==> src/flash_guard_pkg.sv <==
// Constants for the flash clock divider, block protection and status logic
package flash_guard_pkg;

	// ------------------------------------------------------------
	// Register indices (byte address = 4 * index)
	// ------------------------------------------------------------
	localparam logic [7:0] IDX_UNLOCK_KEY  = 8'hF5;
	localparam logic [7:0] IDX_CLK_DIV     = 8'hF9;
	localparam logic [7:0] IDX_PROT_MASK   = 8'hFA;
	localparam logic [7:0] IDX_IRQ_STATUS  = 8'hFB;

	// ------------------------------------------------------------
	// Reset values and the locked-write protect value
	// ------------------------------------------------------------
	localparam logic [7:0] RST_CLK_DIV     = 8'h01;
	localparam logic [7:0] RST_PROT_MASK   = 8'hFF;
	localparam logic [7:0] PROT_ALL        = 8'hFF;

	// ------------------------------------------------------------
	// Unlock key bytes
	// ------------------------------------------------------------
	localparam logic [7:0] KEY_FIRST       = 8'hB6;
	localparam logic [7:0] KEY_SECOND      = 8'h49;

	// ------------------------------------------------------------
	// Status register field positions
	// ------------------------------------------------------------
	localparam int POS_DONE_IRQ_EN         = 7;
	localparam int POS_ERR_IRQ_EN          = 6;
	localparam int POS_DONE                = 5;
	localparam int POS_WR_VIOL             = 3;
	localparam int POS_ROW_TIMEOUT         = 2;
	localparam int POS_PG_VIOL             = 1;
	localparam int POS_MASS_VIOL           = 0;

	// ------------------------------------------------------------
	// Geometry and timing
	// ------------------------------------------------------------
	localparam int ADDR_W                  = 18;
	localparam int BLOCK_LSB               = 15;
	localparam logic [12:0] RP_TIMEOUT_TICKS = 13'h1300;

	// Unlock sequence states
	typedef enum logic [1:0] {KEY_IDLE, KEY_HALF, KEY_OPEN} key_state_type;

endpackage : flash_guard_pkg

==> src/flash_guard.sv <==
// Flash timing divider, block write/erase guard and completion/error status
// ------------------------------------------------------------
// Function
// - System clock divided by divider value gives flash timing tick.
// - Divider is eight bits, values 01h to FFh, resets to 1.
// - Divider writes take effect only after the unlock key sequence.
// - Mask bit n guards 32 KB block n against writes and erases.
// - Reset leaves every block protected.
// - Boot block protected when write-protect pin asserted or bit 0 set.
// - Locked write to protection mask forces it to FFh.
// - Info page has no guard; mass erase includes it only when selected.
// - Two interrupt sources, completion and error, enabled by bits 7 and 6.
// - Row program exceeding 4864 ticks is aborted and sets time-out flag.
// - Write to protected block refused, write violation flag set.
// - Page erase of protected block refused, page erase flag set.
// - Mass erase with any block protected refused, mass flag set.
// - Error enable set means any error flag requests an interrupt.
// - Reading status clears completion and error flags, not enables.
// - Write-protect pin fails boot page erase and any mass erase.
// - Successful completion sets done flag and may request interrupt.
// ------------------------------------------------------------
//
// Our own choice: the Wishbone slave port.
module flash_guard
	import flash_guard_pkg::*;
(
	input  wire logic              MCLK,
	input  wire logic              RESETN,
	// Wishbone slave
	input  wire logic              CYC_I,
	input  wire logic              STB_I,
	input  wire logic              WE_I,
	input  wire logic [9:0]        ADR_I,
	input  wire logic [3:0]        SEL_I,
	input  wire logic [31:0]       DAT_I,
	output logic      [31:0]       DAT_O,
	output logic                   ACK_O,
	// Write-protect pin, active low, asynchronous
	input  wire logic              WP_N,
	// Information page select from the page register
	input  wire logic              INFO_PAGE_SEL,
	// Operation requests and completions from the flash sequencer
	input  wire logic [ADDR_W-1:0] OP_ADDR,
	input  wire logic              WRITE_REQ,
	input  wire logic              PAGE_ERASE_REQ,
	input  wire logic              MASS_ERASE_REQ,
	input  wire logic              ROW_PROGRAM_REQ,
	input  wire logic              ERASE_DONE,
	input  wire logic              ROW_DONE,
	// Results
	output logic                   WRITE_GRANT,
	output logic                   PAGE_ERASE_GRANT,
	output logic                   MASS_ERASE_GRANT,
	output logic                   MASS_INFO_INCLUDE,
	output logic                   ROW_PROGRAM_START,
	output logic                   ROW_ABORT,
	output logic                   FLASH_TICK,
	output logic                   IRQ
);

	// ------------------------------------------------------------
	// Declarations
	// ------------------------------------------------------------
	logic [7:0]          clk_div_ff;
	logic [7:0]          div_cnt_ff;
	logic [7:0]          prot_mask_ff;
	logic                completion_irq_enable_ff;
	logic                error_irq_enable_ff;
	logic                done_flag_ff;
	logic                write_violation_flag_ff;
	logic                row_program_timeout_flag_ff;
	logic                page_erase_violation_flag_ff;
	logic                full_erase_violation_flag_ff;
	key_state_type       key_state_ff;
	logic                wp_s1_ff;
	logic                wp_s2_ff;
	logic                wp_s3_ff;
	logic                wp_asserted_ff;
	logic [12:0]         rp_cnt_ff;
	logic                bus_req;
	logic                bus_wr;
	logic                bus_rd;
	logic [7:0]          reg_idx;
	logic [7:0]          wr_byte;
	logic                unlocked;
	logic                wr_div;
	logic                wr_prot;
	logic                rd_irq;
	logic                boot_block_guard;
	logic [7:0]          eff_mask;
	logic                addr_guarded;
	logic                mass_refuse;
	logic                page_refuse;
	logic                write_refuse;
	logic                row_refuse;
	logic                rp_expire;
	logic                row_finish;
	logic [7:0]          nxt_rdata;

	// ------------------------------------------------------------
	// Bus decode
	// ------------------------------------------------------------
	// Requests are taken only while no answer is out, so each is seen once
	assign bus_req  = CYC_I && STB_I && !ACK_O;
	assign bus_wr   = bus_req && WE_I && SEL_I[0];
	assign bus_rd   = bus_req && !WE_I;
	assign reg_idx  = ADR_I[9:2];
	assign wr_byte  = DAT_I[7:0];
	assign unlocked = (key_state_ff == KEY_OPEN);
	assign wr_div   = bus_wr && (reg_idx == IDX_CLK_DIV);
	assign wr_prot  = bus_wr && (reg_idx == IDX_PROT_MASK);
	assign rd_irq   = bus_rd && (reg_idx == IDX_IRQ_STATUS);

	// Single-wait-state answer; unmapped indices ack with zero data
	always_ff @(posedge MCLK or negedge RESETN) begin
		if (!RESETN) begin
			ACK_O <= 1'b0;
		end else begin
			ACK_O <= bus_req;
		end
	end

	// Read mux
	always_comb begin
		nxt_rdata = 8'h00;
		unique case (reg_idx)
			IDX_CLK_DIV:    nxt_rdata = clk_div_ff;
			IDX_PROT_MASK:  nxt_rdata = prot_mask_ff;
			IDX_IRQ_STATUS: nxt_rdata = {completion_irq_enable_ff, error_irq_enable_ff,
				done_flag_ff, 1'b0, write_violation_flag_ff,
				row_program_timeout_flag_ff, page_erase_violation_flag_ff,
				full_erase_violation_flag_ff};
			default:        nxt_rdata = 8'h00;
		endcase
	end

	// Read data captured with the answer, held otherwise
	always_ff @(posedge MCLK or negedge RESETN) begin
		if (!RESETN) begin
			DAT_O <= 32'h0000_0000;
		end else if (bus_rd) begin
			DAT_O <= {24'h00_0000, nxt_rdata};
		end
	end

	// ------------------------------------------------------------
	// Unlock key sequence
	// ------------------------------------------------------------
	// Any other register write between the two key bytes breaks the sequence
	always_ff @(posedge MCLK or negedge RESETN) begin
		if (!RESETN) begin
			key_state_ff <= KEY_IDLE;
		end else if (bus_wr && reg_idx == IDX_UNLOCK_KEY) begin
			if (wr_byte == KEY_FIRST) begin
				key_state_ff <= KEY_HALF;
			end else if (key_state_ff == KEY_HALF && wr_byte == KEY_SECOND) begin
				key_state_ff <= KEY_OPEN;
			end else begin
				key_state_ff <= KEY_IDLE;
			end
		end else if ((wr_div || wr_prot) && unlocked) begin
			key_state_ff <= KEY_IDLE;
		end else if (bus_wr && key_state_ff == KEY_HALF) begin
			key_state_ff <= KEY_IDLE;
		end
	end

	// ------------------------------------------------------------
	// Timing clock divider
	// ------------------------------------------------------------
	// Zero is not a legal divisor, so such a write leaves the value alone
	always_ff @(posedge MCLK or negedge RESETN) begin
		if (!RESETN) begin
			clk_div_ff <= RST_CLK_DIV;
		end else if (wr_div && unlocked && wr_byte != 8'h00) begin
			clk_div_ff <= wr_byte;
		end
	end

	// Counter restarts on every unlocked divider write so the new period starts clean
	always_ff @(posedge MCLK or negedge RESETN) begin
		if (!RESETN) begin
			div_cnt_ff <= 8'h00;
			FLASH_TICK <= 1'b0;
		end else if (wr_div && unlocked) begin
			div_cnt_ff <= 8'h00;
			FLASH_TICK <= 1'b0;
		end else if (div_cnt_ff >= clk_div_ff - 8'h01) begin
			div_cnt_ff <= 8'h00;
			FLASH_TICK <= 1'b1;
		end else begin
			div_cnt_ff <= div_cnt_ff + 8'h01;
			FLASH_TICK <= 1'b0;
		end
	end

	// ------------------------------------------------------------
	// Block protection mask
	// ------------------------------------------------------------
	always_ff @(posedge MCLK or negedge RESETN) begin
		if (!RESETN) begin
			prot_mask_ff <= RST_PROT_MASK;
		end else if (wr_prot && unlocked) begin
			prot_mask_ff <= wr_byte;
		end else if (wr_prot) begin
			prot_mask_ff <= PROT_ALL;
		end
	end

	// Pin synchroniser; level changes only once stages two and three agree
	always_ff @(posedge MCLK or negedge RESETN) begin
		if (!RESETN) begin
			wp_s1_ff       <= 1'b1;
			wp_s2_ff       <= 1'b1;
			wp_s3_ff       <= 1'b1;
			wp_asserted_ff <= 1'b0;
		end else begin
			wp_s1_ff <= WP_N;
			wp_s2_ff <= wp_s1_ff;
			wp_s3_ff <= wp_s2_ff;
			if (wp_s2_ff == wp_s3_ff) begin
				wp_asserted_ff <= !wp_s3_ff;
			end
		end
	end

	// Effective mask and the guard for the addressed block
	assign boot_block_guard = prot_mask_ff[0] || wp_asserted_ff;
	assign eff_mask         = {prot_mask_ff[7:1], boot_block_guard};
	// Info page accesses carry no guard bit
	assign addr_guarded = !INFO_PAGE_SEL && eff_mask[OP_ADDR[ADDR_W-1:BLOCK_LSB]];

	// ------------------------------------------------------------
	// Operation screening
	// ------------------------------------------------------------
	// One request per cycle is expected; mass, page, row, write is the priority
	assign mass_refuse  = MASS_ERASE_REQ && ((|eff_mask) || wp_asserted_ff);
	assign page_refuse  = !MASS_ERASE_REQ && PAGE_ERASE_REQ && addr_guarded;
	assign row_refuse   = !MASS_ERASE_REQ && !PAGE_ERASE_REQ && ROW_PROGRAM_REQ
		&& !ROW_PROGRAM_START && addr_guarded;
	assign write_refuse = !MASS_ERASE_REQ && !PAGE_ERASE_REQ && !ROW_PROGRAM_REQ
		&& WRITE_REQ && addr_guarded;

	// Grants copy the screened request level one cycle later, refused work is simply never started
	always_ff @(posedge MCLK or negedge RESETN) begin
		if (!RESETN) begin
			MASS_ERASE_GRANT  <= 1'b0;
			MASS_INFO_INCLUDE <= 1'b0;
			PAGE_ERASE_GRANT  <= 1'b0;
			WRITE_GRANT       <= 1'b0;
		end else begin
			MASS_ERASE_GRANT <= MASS_ERASE_REQ && !mass_refuse;
			if (MASS_ERASE_REQ && !mass_refuse) begin
				MASS_INFO_INCLUDE <= INFO_PAGE_SEL;
			end
			PAGE_ERASE_GRANT <= !MASS_ERASE_REQ && PAGE_ERASE_REQ && !page_refuse;
			WRITE_GRANT      <= !MASS_ERASE_REQ && !PAGE_ERASE_REQ && !ROW_PROGRAM_REQ
				&& WRITE_REQ && !write_refuse;
		end
	end

	// ------------------------------------------------------------
	// Row program and time-out
	// ------------------------------------------------------------
	assign rp_expire  = ROW_PROGRAM_START && FLASH_TICK && !ROW_DONE
		&& (rp_cnt_ff == RP_TIMEOUT_TICKS - 13'h0001);
	assign row_finish = ROW_PROGRAM_START && ROW_DONE;

	// Busy level doubles as the row-program control bit
	always_ff @(posedge MCLK or negedge RESETN) begin
		if (!RESETN) begin
			ROW_PROGRAM_START <= 1'b0;
			ROW_ABORT         <= 1'b0;
			rp_cnt_ff         <= 13'h0000;
		end else begin
			ROW_ABORT <= rp_expire;
			if (rp_expire || row_finish) begin
				ROW_PROGRAM_START <= 1'b0;
				rp_cnt_ff         <= 13'h0000;
			end else if (ROW_PROGRAM_START) begin
				if (FLASH_TICK) begin
					rp_cnt_ff <= rp_cnt_ff + 13'h0001;
				end
			end else if (!MASS_ERASE_REQ && !PAGE_ERASE_REQ && ROW_PROGRAM_REQ && !row_refuse) begin
				ROW_PROGRAM_START <= 1'b1;
				rp_cnt_ff         <= 13'h0000;
			end
		end
	end

	// ------------------------------------------------------------
	// Status flags and enables
	// ------------------------------------------------------------
	// A new event in the clearing read's cycle survives: set beats clear
	always_ff @(posedge MCLK or negedge RESETN) begin
		if (!RESETN) begin
			done_flag_ff                 <= 1'b0;
			write_violation_flag_ff      <= 1'b0;
			row_program_timeout_flag_ff  <= 1'b0;
			page_erase_violation_flag_ff <= 1'b0;
			full_erase_violation_flag_ff <= 1'b0;
		end else begin
			done_flag_ff <= (ERASE_DONE || row_finish)
				|| (done_flag_ff && !rd_irq);
			write_violation_flag_ff <= (write_refuse || row_refuse)
				|| (write_violation_flag_ff && !rd_irq);
			row_program_timeout_flag_ff <= rp_expire
				|| (row_program_timeout_flag_ff && !rd_irq);
			page_erase_violation_flag_ff <= page_refuse
				|| (page_erase_violation_flag_ff && !rd_irq);
			full_erase_violation_flag_ff <= mass_refuse
				|| (full_erase_violation_flag_ff && !rd_irq);
		end
	end

	// Enables are plain read/write and untouched by reads
	always_ff @(posedge MCLK or negedge RESETN) begin
		if (!RESETN) begin
			completion_irq_enable_ff <= 1'b0;
			error_irq_enable_ff      <= 1'b0;
		end else if (bus_wr && reg_idx == IDX_IRQ_STATUS) begin
			completion_irq_enable_ff <= wr_byte[POS_DONE_IRQ_EN];
			error_irq_enable_ff      <= wr_byte[POS_ERR_IRQ_EN];
		end
	end

	// Request line follows the flags one cycle later
	always_ff @(posedge MCLK or negedge RESETN) begin
		if (!RESETN) begin
			IRQ <= 1'b0;
		end else begin
			IRQ <= (completion_irq_enable_ff && done_flag_ff)
				|| (error_irq_enable_ff && (write_violation_flag_ff
				|| row_program_timeout_flag_ff || page_erase_violation_flag_ff
				|| full_erase_violation_flag_ff));
		end
	end
endmodule : flash_guard

==> config.mk <==
export PLATFORM = sky130hd
export DESIGN_NAME = flash_guard
export DESIGN_NICKNAME = d
export VERILOG_FILES = /design/src/flash_guard_pkg.sv /design/src/flash_guard.sv
export SDC_FILE = /design/constraint.sdc
export NUM_CORES = 1
export LEC_CHECK = 0
export BUFFER_PORTS_ARGS = -buffer_cell sky130_fd_sc_hd__buf_2
export CAP_MARGIN = 25
export CELL_PAD_IN_SITES_DETAIL_PLACEMENT = 1
export CELL_PAD_IN_SITES_GLOBAL_PLACEMENT = 2
export CORE_ASPECT_RATIO = 2
export CORE_MARGIN = 1
export CORE_UTILIZATION = 31
export CTS_BUF_LIST = sky130_fd_sc_hd__clkbuf_2 sky130_fd_sc_hd__clkbuf_4 sky130_fd_sc_hd__clkbuf_8
export CTS_CLUSTER_DIAMETER = 100
export DETAILED_ROUTE_END_ITERATION = 16
export GPL_ROUTABILITY_DRIVEN = 0
export PLACE_DENSITY_LB_ADDON = 0.1
export SYNTH_ARGS = -nofsm -noshare
export SYNTH_HDL_FRONTEND = slang
export SYNTH_SLANG_ARGS = --single-unit
==> constraint.sdc <==
create_clock -name MCLK -period 3.4 [get_ports MCLK]
set_input_delay 0.17 -clock MCLK [delete_from_list [all_inputs] [get_ports MCLK]]
set_output_delay 0.17 -clock MCLK [all_outputs]
set_load 0.02 [all_outputs]
After elaboration in Yosys (flattened, before gate mapping) --
Cells that the tools add are included.
Word-level totals: register bits 67, input bits 77, output and inout bits 41, logic and storage cells 140
Operators by class: add/subtract/negate cells 3, magnitude comparators 2, equal/unequal tests 11, multiplexer cells 21, reductions and logical operators 77
Operator list (number):
- $mux W13 | 4
- $logic_and A1 B1 Y1 | 42
- $eq A8 B8 Y1 const B | 5
- $mux W8 | 4
- $pmux W8 S3 | 1
- $logic_or A1 B1 Y1 | 15
- $logic_not A1 Y1 | 14
- $add A13 B1 Y13 const B | 1
- $eq A13 B13 Y1 const B | 1
- $mux W2 | 5
- $add A8 B1 Y8 const B | 1
- $eq A8 B7 Y1 const B | 1
- $ge A8 B8 Y1 | 1
- $reduce_bool A8 Y1 | 1
- $reduce_or A8 Y1 | 1
- $sub A8 B1 Y8 const B | 1
- $mux W1 | 6
- $reduce_bool A3 Y1 | 2
- $lt A3 B4 Y1 const B | 1
- $bmux W1 S3 | 1
- $ne A3 B1 Y1 const B | 1
- $eq A2 B1 Y1 const B | 1
- $eq A2 B2 Y1 const B | 1
- $reduce_and A2 Y1 | 1
- other kinds (2) | 2

Logic depth before layout (Yosys ltp) --
Gate-level depths: netlist (run 1).
word-level depth 10, gate-level depth with buffers 11

Worst setup path before layout (run 1) --
No wires, ideal clock.
path type reg2reg, from register clk_div_ff[0], to register div_cnt_ff[2], setup time 0.072 ns, arrival time 2.273 ns, data required time 3.328 ns, path slack 1.055 ns, cell stages (with the launch flop) 12, buffers on the path 0, cell sequence dfstp_2 -> inv_1 -> ha_1 -> nand2_1 -> xnor2_1 -> ha_1 -> a21o_1 -> a21o_1 -> a21oi_1 -> o21ai_0 -> a211o_1 -> nor2_1
Between the ends: cells in the longest elaborated chain, start to end 4
Ends and longest elaborated chain:
- start, declared | line flash_guard.sv:64 | logic [7:0] clk_div_ff;
- start signal, assigned | line flash_guard.sv:176 | clk_div_ff <= wr_byte;
- $sub A8 B1 Y8 | line flash_guard.sv:188 | end else if (div_cnt_ff >= clk_div_ff - 8'h01) begin
- $ge A8 B8 Y1 | line flash_guard.sv:188
- $mux W8 | line flash_guard.sv:188
- $mux W8 | line flash_guard.sv:185 | end else if (wr_div && unlocked) begin
- end signal, assigned | line flash_guard.sv:192 | div_cnt_ff <= div_cnt_ff + 8'h01;
- end, declared | line flash_guard.sv:65 | logic [7:0] div_cnt_ff;
Every way passes these cells. A chain may end at the register's enable or synchronous reset.

Final worst setup path (run 1) --
from register clk_div_ff[0], to register div_cnt_ff[4]
The elaborated chain is that of the path after synthesis.

==> results.md, run 1 <==
* Ys flop type: dfrtp_1
* Row count at 56
* Slew Viols, Final at 0
* Final #Nets at roughly 520
* Io pins at 118
* Top-count cell post-synth: dfrtp_1
* Top cell type's share of synthesized area at 0.373
* Post-CTS Setup Bufs at 0
* Worst stage delay on the critical path at 0.55 ns
* Cell Area, Synth at 3690 sq um
* Final Util at 0.360
* Area delta synth->final at 13.4%
* Routed wire length at 10500 microns
* Fmax at between 0.3 and 0.4 GHz
* WL per Instance at 18.1 microns
* Clock Latency Late Sink at 0.35 ns
* First-pass GRT wire length at 16900 microns
* First-pass detailed-route iteration total at 4
* Seq/Total Area, Yosys at 0.458
* Initial antenna violation count at 0
* Flops & latches, synth at 67
* CTS resizes at 0
* Post-synthesis cell count at 379
* Grt ovf at 0
* CP Launch Type: register
* Vias per inst at 5.03
* Overall die width at 79.2 microns
* Setup TNS at 0 ns
* Unique masters post-synth at 54
* Full die area at roughly 12000 sq um
* Max FO, Critical Path at 8
* Tot GR Track Use at 0.186
* Final hold slack at 0.0152 ns
* Root Buffer: clkbuf_8
* Tightest Pin Transition at 0.878 ns
* Area of placed instances at 3990 sq um
* Worst-path clk slew at about 0.070 ns
* Lkg Pwr at about 2 nW
* Clk buf depth at 2
* Syn_area_per_cell at 9.74 sq um
* HP Class: in2async
* Crit. End Element: register
* Rel. slew slack at 0.415
* Unrepaired setup endpoints after global routing: false
* Largest area contributor in the netlist: dfrtp_1
* Synth area leaders: dfrtp_1 37%, dfstp_2 8.5%, o21ai_0 5.2%, buf_4 4.9%, mux2_2 4.9%
* Die height at between 150 and 200 microns
* EDFF count, synth at 0
* Final hold vios at 0
* Final Skew at 0.0101 ns
* Syn. warnings at 0
* Vias in the first global route at 3084
* Minimum clock period at 2.67 ns
* PD cells at 389 nW/um^2
* Ys async rst share at 1.00
* H-Tree Depth at 3
* Starting density of the core at 0.317
* DP HPWL at 8230 microns
* CTS Buf Count at 9
* Crit share post-route at 0.784
* Status: finished, final reports clean
* Antenna fix cells at 0
* Worst Path Required at 3.68 ns
* Core area at 11600 sq um
* CTS tree: done
* Worst setup margin at 0.734 ns
* Setup Viol. Count Final at 0
* CP arrival at 2.95 ns
* Final ANT Viol Nets at 0
* Share of cells above drive strength 1 at 0.248
* Crit-path slowest cell: dfstp_2
* Final Cell Area at 4190 sq um
* Post-Place Worst Slack at 0.714 ns
* CP Cell Sequence: inv_1 > ha_1 > nand2_1 > xnor2_1 > ha_1 > a21o_1 > a21o_1 > a21oi_1 > o21ai_0 > a211o_1 > nor2_1
* DRC violations left at 0
* Max rail drop VDD at 0.226 mV
* Via count at 2918
* Num Clock Sinks at 67
* MaxCap Viol Count at 0
* PortBufs at 49
* Synth top cells by count: 55 x dfrtp_1, 38 x nand2_1, 38 x o21ai_0, 35 x nor2_1, 24 x buf_4
* Setup CP Type: reg2reg
* First-iteration detailed-routing DRC count at 112
* Largest net degree at the start of global routing at approximately 70
==> critical path: cells and delay by family (launching register included) <==
kind / cells / cell delay, ns
simple gates: 2 / 0.24
flops: 1 / 0.55
compound gates: 5 / 1.04
fa+ha+maj: 2 / 0.51
xor+xnor: 1 / 0.13
buf+inv: 1 / 0.11
==> cells in the final DEF, fill, tap and decap left out, types with 2 or more instances in the layout <==
cell type	count
nand3_1	18
xor2_1	5
nor2_1	35
dfstp_2	12
nor4_2	2
nand2b_1	4
o21ai_0	38
dfrtp_1	55
nor4_1	2
mux2i_1	3
nor2b_1	10
and3_1	6
a21o_1	7
a31oi_1	2
conb_1	24
o211ai_1	4
clkbuf_8	9
a21oi_1	8
nand4_1	6
xnor2_1	7
clkinv_2	3
a22oi_1	7
and2_1	3
o21ai_1	2
ha_1	11
o41ai_1	2
mux2_2	16
clkbuf_4	2
o31ai_1	4
nor3_1	5
a22o_1	2
buf_2	49
nand2_1	38
inv_1	11
==> area by class of cell <==
type	instances	area, sq um
clock buffers	11	139
repair buffers	51	263
flip-flops and latches	67	1690
fillers	1388	7440
clock inverters	5	53.8
well taps	145	181
multi-input cells	290	1820
inverters	11	41.3
==> cells by family after synthesis <==
| kind of cell | synth area share |
|---|---|
| other cells | 0.00102 |
| xor+xnor | 0.0285 |
| compound gates | 0.147 |
| simple gates | 0.198 |
| fa+ha+maj | 0.0373 |
| buf+inv | 0.0729 |
| mux | 0.0569 |
| flops | 0.458 |
==> per-stage QoR <==
step,total power [mW],cells
after global placement,0.974,563
after global routing,1.71,580
after detailed placement,0.976,563
after CTS,1.65,580
final,1.63,580
after floorplan,0.932,402
==> timing repair <==
action | in CTS | in global routing
hold buffers | 1 | 0
hold endpoints to repair | 1 | 0
setup endpoints to repair | 0 | 0
==> final timing paths <==
kind | cells after the start | startpoint | endpoint | slack (ns)
min reg2reg | 0 | wp_s1_ff | wp_s2_ff | 0.36
min in group MCLK | 2 | ERASE_DONE | done_flag_ff | 0.03
max in group asynchronous | 2 | RESETN | MASS_ERASE_GRANT | 2.81
min | 2 | RESETN | clk_div_ff[1] | 0.02
max | 11 | clk_div_ff[0] | div_cnt_ff[4] | 0.73
max reg2reg | 11 | clk_div_ff[0] | div_cnt_ff[4] | 0.73
==> flip-flops by register name, summed over array words and instances, names as in the netlist, 2 cells and up <==
| name | count |
|---|---|
| clk_div_ff | 8 |
| key_state_ff | 2 |
| prot_mask_ff | 8 |
| DAT_O | 8 |
| div_cnt_ff | 8 |
| rp_cnt_ff | 13 |
==> metal layers <==
metal  vias to the layer above  part of all wire  track usage
met3                        15             0.029       0.0292
li1                       1392                 -            -
met4                         0             0.028       0.0831
met1                      1455              0.35        0.185
met5                         -                 0            0
met2                        56              0.59        0.364
==> power by group <==
part	total (mW)	internal, mW	switching (mW)
clock	0.668	0.353	0.316
sequential	0.822	0.811	0.0103
combinational	0.137	0.0396	0.0976
Power figures use the tool's default switching activity.
==> run 2: changes to the inputs <==
- CORE_UTILIZATION: 31 -> 28
- clock period: 3.4 -> 2.4 ns (I/O delays scaled with it)
==> results.md, run 2 (synthesis results as in run 1) <==
* Status: finished, final reports clean
* Most frequent cells in the layout: 55 x dfrtp_1, 49 x buf_2, 37 x nand2_1, 37 x o21ai_0, 29 x nor2_1
* Crit path launch: clk_div_ff[0]
* Root Buffer: clkbuf_8
* Lkg Pwr at 2.13 nW (+6.2%)
* Vias per inst at 4.87 (-3.1%)
* Crit. End Element: register
* Share of cells above drive strength 1 at 0.317 (+0.0690)
* Sw Ratio at 0.264 (+0.00361)
* Overall die width at 83.2 microns (+5.1%)
* Clk buf depth at 2 (unchanged)
* H-Tree Depth at 3 (unchanged)
* Slew Viols, Final at 0 (unchanged)
* WL per Instance at 17.6 microns (-2.7%)
* Worst-path clk slew at 0.07 ns (about the same)
* Setup Viol. Count Final at 0 (unchanged)
* Area delta synth->final at 20.7%
* Final hold vios at 0 (unchanged)
* Filler cells at 1500 (+8.1%)
* CTS Buf Count at 9 (unchanged)
* DP HPWL at 8360 microns (+1.6%)
* Non-filler cells, final at 609 (+5.0%)
* Register share of total power at 0.505 (about the same)
* Internal power at 1.70 mW (+41%)
* DRC violations left at 0 (unchanged)
* Final hold slack at 0.0387 ns (+0.0235 ns)
* Max rail drop VDD at 0.229 mV (+1.2%)
* PortBufs at 49 (unchanged)
* Post-Place Worst Slack at -0.228 ns (-0.942 ns)
* Clock power frac at 0.407 (-0.004)
* Largest net degree at the start of global routing at 68 (unchanged)
* Worst r2r src: clk_div_ff[0]
* Starting density of the core at 0.286 (-0.0316)
* Antenna fix cells at 0 (unchanged)
* Setup TNS at 0 ns (unchanged)
* CTS tree: done
* Via count at 2968 (+1.7%)
* Tot GR Track Use at 0.165 (-0.0209)
* Crit share post-route at 0.982 (+0.198)
* Placed Cells at 585 (+3.9%)
* Setup CP Type: reg2reg
* First-pass detailed-route iteration total at 4 (unchanged)
* Final ANT Viol Nets at 0 (unchanged)
* CP arrival at 2.63 ns (-0.32 ns)
* Routed wire length at 10700 microns (+2.2%)
* Vias in the first global route at 3190 (+3.4%)
* MaxCap Viol Count at 0 (unchanged)
* Largest reg by FF count: rp_cnt_ff
* Final Skew at 0.0108 ns (+0.000771 ns)
* Worst setup margin at 0.0420 ns (-0.692 ns)
* Psw at 608 uW (+44%)
* First-iteration detailed-routing DRC count at 68 (-39%)
* Grt ovf at 0 (unchanged)
* Tightest Pin Transition at 0.562 ns (-0.316 ns)
* PD cells at 517 nW/um^2 (+33%)
* Core area at 12900 sq um (+11%)
* Combinational Power Share at 0.089 (+0.005)
* Commonest non-fill, non-tap cell in the layout: dfrtp_1
* Num Clock Sinks at 67 (unchanged)
* HP Start: MASS_ERASE_REQ
* Largest register FFs at 13 (unchanged)
* Io pins at 118 (unchanged)
* Max FO, Critical Path at 8 (unchanged)
* Unrepaired setup endpoints after global routing: true
* First-pass GRT wire length at 17100 microns (+1.0%)
* Minimum clock period at 2.36 ns (-0.308 ns)
* CP Launch Type: register
* Rel. slew slack at 0.625 (+0.210)
* Die height at 164 microns (+5.2%)
* Full die area at 13700 sq um (+11%)
* Fmax at 0.424 GHz (+13%)
* Row count at 59 (+5.4%)
* Initial antenna violation count at 0 (unchanged)
* FF-to-FF setup slack at 0.04 ns (-0.69 ns)
* Worst Path Required at 2.67 ns (-1.01 ns)
* Total power draw at 2.31 mW (+42%)
* Clock Latency Late Sink at 0.34 ns (about the same)
* Final #Nets at 540 (+4.2%)
* HP Class: in2reg
run 2: stage by stage:
step                instance area (sq um)   util
global placement                     4120  0.319
detailed placement                   4120  0.319
finish                               4460  0.345
CTS                                  4380  0.339
global route                         4460  0.345
floorplan                            3780      -
run 2: per-layer routing:
metal,vias to the layer above,share of wire,GRT usage
li1,1439,-,-
met1,1470,0.36,0.161
met2,49,0.60,0.338
met3,10,0.025,0.0285
met4,0,0.019,0.0627
met5,-,0,0
run 2: final timing paths:
path	end	cells after the start
worst max-delay path	div_cnt_ff[0]	11
worst min-delay path	full_erase_violation_flag_ff	2
worst max register to register	div_cnt_ff[0]	11
worst min register to register	wp_s2_ff	0
max in group asynchronous	wp_s1_ff	3
min in group asynchronous	clk_div_ff[2]	3
run 2: worst max-delay path, stage by stage (launching register included):
cell and delay (ns):
dfstp_2 0.54, inv_2 0.05, ha_4 0.16, nand2_4 0.06, xnor2_2 0.11, ha_1 0.26, a21o_1 0.19, a21o_1 0.16
a21oi_2 0.14, o21ai_2 0.08, a211o_4 0.41, nor2_1 0.12
run 2: final cells by class:
class / count / area, sq um / share of cell area
tap: 152 / 190 / 0.0427
multi-input combinational: 290 / 1900 / 0.426
clock buffer: 10 / 131 / 0.0295
sequential: 67 / 1690 / 0.379
timing repair buffer: 73 / 445 / 0.0999
inverter: 11 / 41.3 / 0.00926
clock inverter: 6 / 57.6 / 0.0129
run 2: what timing repair did:
item                                   in CTS  in global routing
setup endpoints to repair                   8                  9
hold buffers                                3                  0
buffers inserted                            4                  2
resized for setup                           7                 16
pin swaps                                   7                 12
endpoints found under the hold margin      57                  0
run 2: power groups by stage:
stage                     clock [mW]  sequential (mW)  combinational, mW
after floorplan                    0             1.19              0.134
after global placement             0             1.18              0.204
after detailed placement           0             1.19              0.205
after CTS                      0.988             1.16              0.210
after global routing            1.03             1.17              0.229
final                          0.938             1.16              0.205
==> run 3: changes to the inputs <==
==> constraint.sdc (replaced) <==
create_clock -name MCLK -period 2.4 [get_ports MCLK]
set_input_delay 0.24 -clock MCLK [delete_from_list [all_inputs] [get_ports MCLK]]
set_output_delay 0.24 -clock MCLK [all_outputs]
set_load 0.02 [all_outputs]
==> results.md, run 3 (synthesis results as in run 1) <==
* Max FO, Critical Path at 8 (unchanged)
* DP HPWL at 8680 microns (+3.8%)
* Tightest Pin Transition at 0.693 ns (+0.131 ns)
* Clk buf depth at 2 (unchanged)
* Initial antenna violation count at 0 (unchanged)
* Via count at 3009 (+1.4%)
* Internal power at 1.69 mW (-0.34%)
* Final hold vios at 0 (unchanged)
* First-pass detailed-route iteration total at 4 (unchanged)
* Die height at 164 microns (unchanged)
* CTS Buf Count at 9 (unchanged)
* Crit share post-route at 0.995 (+0.0127)
* Minimum clock period at 2.39 ns (+0.0306 ns)
* Largest reg by FF count: rp_cnt_ff
* Setup Viol. Count Final at 0 (unchanged)
* Routed wire length at 10900 microns (+1.8%)
* MaxCap Viol Count at 0 (unchanged)
* Worst-path clk slew at 0.08 ns (about the same)
* PD cells at 515 nW/um^2 (-0.42%)
* Cells on Worst Hold Path at 2 (unchanged)
* Commonest non-fill, non-tap cell in the layout: dfrtp_1
* Final ANT Viol Nets at 0 (unchanged)
* Slew Viols, Final at 0 (unchanged)
* Largest register FFs at 13 (unchanged)
* Share of cells above drive strength 1 at 0.318 (+0.000696)
* Sw Ratio at 0.262 (-0.00184)
* HP Class: in2reg
* H-Tree Depth at 3 (unchanged)
* Unrepaired setup endpoints after global routing: true
* Clock Latency Late Sink at 0.35 ns (about the same)
* Status: finished, final reports clean
* FF-to-FF setup slack at 0.01 ns (-0.03 ns)
* Grt ovf at 0 (unchanged)
* Combinational Power Share at 0.088 (about the same)
* Final Skew at 0.00778 ns (-0.00305 ns)
* Crit. End Element: register
* Footprint of the multi-input gates at 1910 sq um (+0.33%)
* Most frequent cells in the layout: 55 x dfrtp_1, 49 x buf_2, 37 x nand2_1, 37 x o21ai_0, 28 x nor2_1
* Register area at 1690 sq um (unchanged)
* Worst stage delay on the critical path at 0.54 ns (about the same)
* Root Buffer: clkbuf_8
* Psw at 600 uW (-1.3%)
* CP arrival at 2.67 ns (+0.04 ns)
* Clock power frac at 0.404 (-0.003)
* Vias per inst at 4.95 (+1.5%)
* Rel. slew slack at 0.538 (-0.0868)
* Fmax at 0.419 GHz (-1.3%)
* CP Cell Sequence: inv_2 > ha_4 > nand2_4 > xnor2_2 > ha_1 > a21o_1 > a21o_1 > a21oi_2 > o21ai_2 > a211o_4 > nor2_2
* R2R depth at 11 (unchanged)
* First-pass GRT wire length at 17400 microns (+2.1%)
* Vias in the first global route at 3189 (-0.031%)
* Crit-path most repeated cell: a21o_1
* Io pins at 118 (unchanged)
* Core area at 12900 sq um (unchanged)
* Max rail drop VDD at 0.208 mV (-9.1%)
* CTS tree: done
* CP Launch Type: register
* Final hold slack at 0.108 ns (+0.0691 ns)
* Area delta synth->final at 20.5%
* Overall die width at 83.2 microns (unchanged)
* Full die area at 13700 sq um (unchanged)
* Total power draw at 2.29 mW (-0.59%)
* PortBufs at 49 (unchanged)
* Num Clock Sinks at 67 (unchanged)
* Register share of total power at 0.508 (+0.003)
* Largest net degree at the start of global routing at 28 (-59%)
* Crit-path slowest cell: dfstp_2
* WL per Instance at 17.9 microns (+1.9%)
* Antenna fix cells at 0 (unchanged)
* Row count at 59 (unchanged)
* First-iteration detailed-routing DRC count at 71 (+4.4%)
* Setup TNS at 0 ns (unchanged)
* Filler cells at 1523 (+1.5%)
* Starting density of the core at 0.286 (unchanged)
* Worst Path Required at 2.68 ns (about the same)
* Setup CP Type: reg2reg
* Final #Nets at 540 (unchanged)
* Lkg Pwr at 2.12 nW (-0.47%)
* DRC violations left at 0 (unchanged)
* Tot GR Track Use at 0.169 (+0.00368)
[run 3: cell types whose count changed in the layout (fill, tap and decap cells not counted), sizes merged]
cell | previous run | this run
clkinvlp | 1 | 2
clkinv | 4 | 2
dlygate4sd3 | 3 | 2
buf | 70 | 71
[run 3: through the flow]
| step | utilization | cells | worst slack, ns | cell area (sq um) |
|---|---|---|---|---|
| floorplan | - | 402 | 0.0547 | 3780 |
| global placement | 0.318 | 585 | -0.125 | 4110 |
| detailed placement | 0.318 | 585 | -0.213 | 4110 |
| CTS | 0.337 | 606 | 0.00673 | 4360 |
| global route | 0.345 | 608 | -0.114 | 4450 |
| finish | 0.345 | 608 | 0.0114 | 4450 |
[run 3: path summary, 6_finish.rpt]
check	startpoint	end
max in group asynchronous	RESETN	prot_mask_ff[4]
min	ERASE_DONE	done_flag_ff
min in group asynchronous	RESETN	clk_div_ff[1]
max	clk_div_ff[0]	div_cnt_ff[0]
max reg2reg	clk_div_ff[0]	div_cnt_ff[0]
min reg2reg	wp_s1_ff	wp_s2_ff
[run 3: final cells by class]
type                    instances  share of cell area
flip-flops and latches         67               0.380
repair buffers                 73              0.0976
clock buffers                  10              0.0295
clock inverters                 5              0.0124
well taps                     152              0.0427
multi-input cells             290               0.428
inverters                      11             0.00928
[run 3: layer usage]
layer  GRT usage  vias to the layer above  part of all wire
met1       0.170                     1499              0.36
met2       0.325                       59              0.58
met4      0.0980                        0             0.041
li1            -                     1433                 -
met3      0.0255                       18             0.025
met5           0                        -                 0
[run 3: power by group through the flow]
| stage | logic [mW] | clock network [mW] | registers [mW] |
|---|---|---|---|
| 3_5_place_dp | 0.204 | 0 | 1.19 |
| 3_3_place_gp | 0.202 | 0 | 1.19 |
| 4_1_cts | 0.207 | 0.964 | 1.16 |
| 2_1_floorplan | 0.134 | 0 | 1.19 |
| 5_1_grt | 0.226 | 1.01 | 1.17 |
| 6_report | 0.201 | 0.926 | 1.16 |
[run 3: critical path, delay by kind of cell (launching register included)]
| kind | cells | cell delay, ns |
|---|---|---|
| flip-flops | 1 | 0.54 |
| XOR/XNOR | 1 | 0.10 |
| adder cells (fa/ha/maj) | 2 | 0.42 |
| AND/OR/NAND/NOR | 2 | 0.18 |
| AO/OA/AOI/OAI | 5 | 1.04 |
| buffers and inverters | 1 | 0.05 |
[run 3: repair_timing]
item                                    CTS  global route
endpoints found under the setup margin    8             9
pin swaps                                 7            13
resized for setup                         6            19
hold endpoints to repair                 23             0
setup buffers                             4             2
hold buffers                              2             0
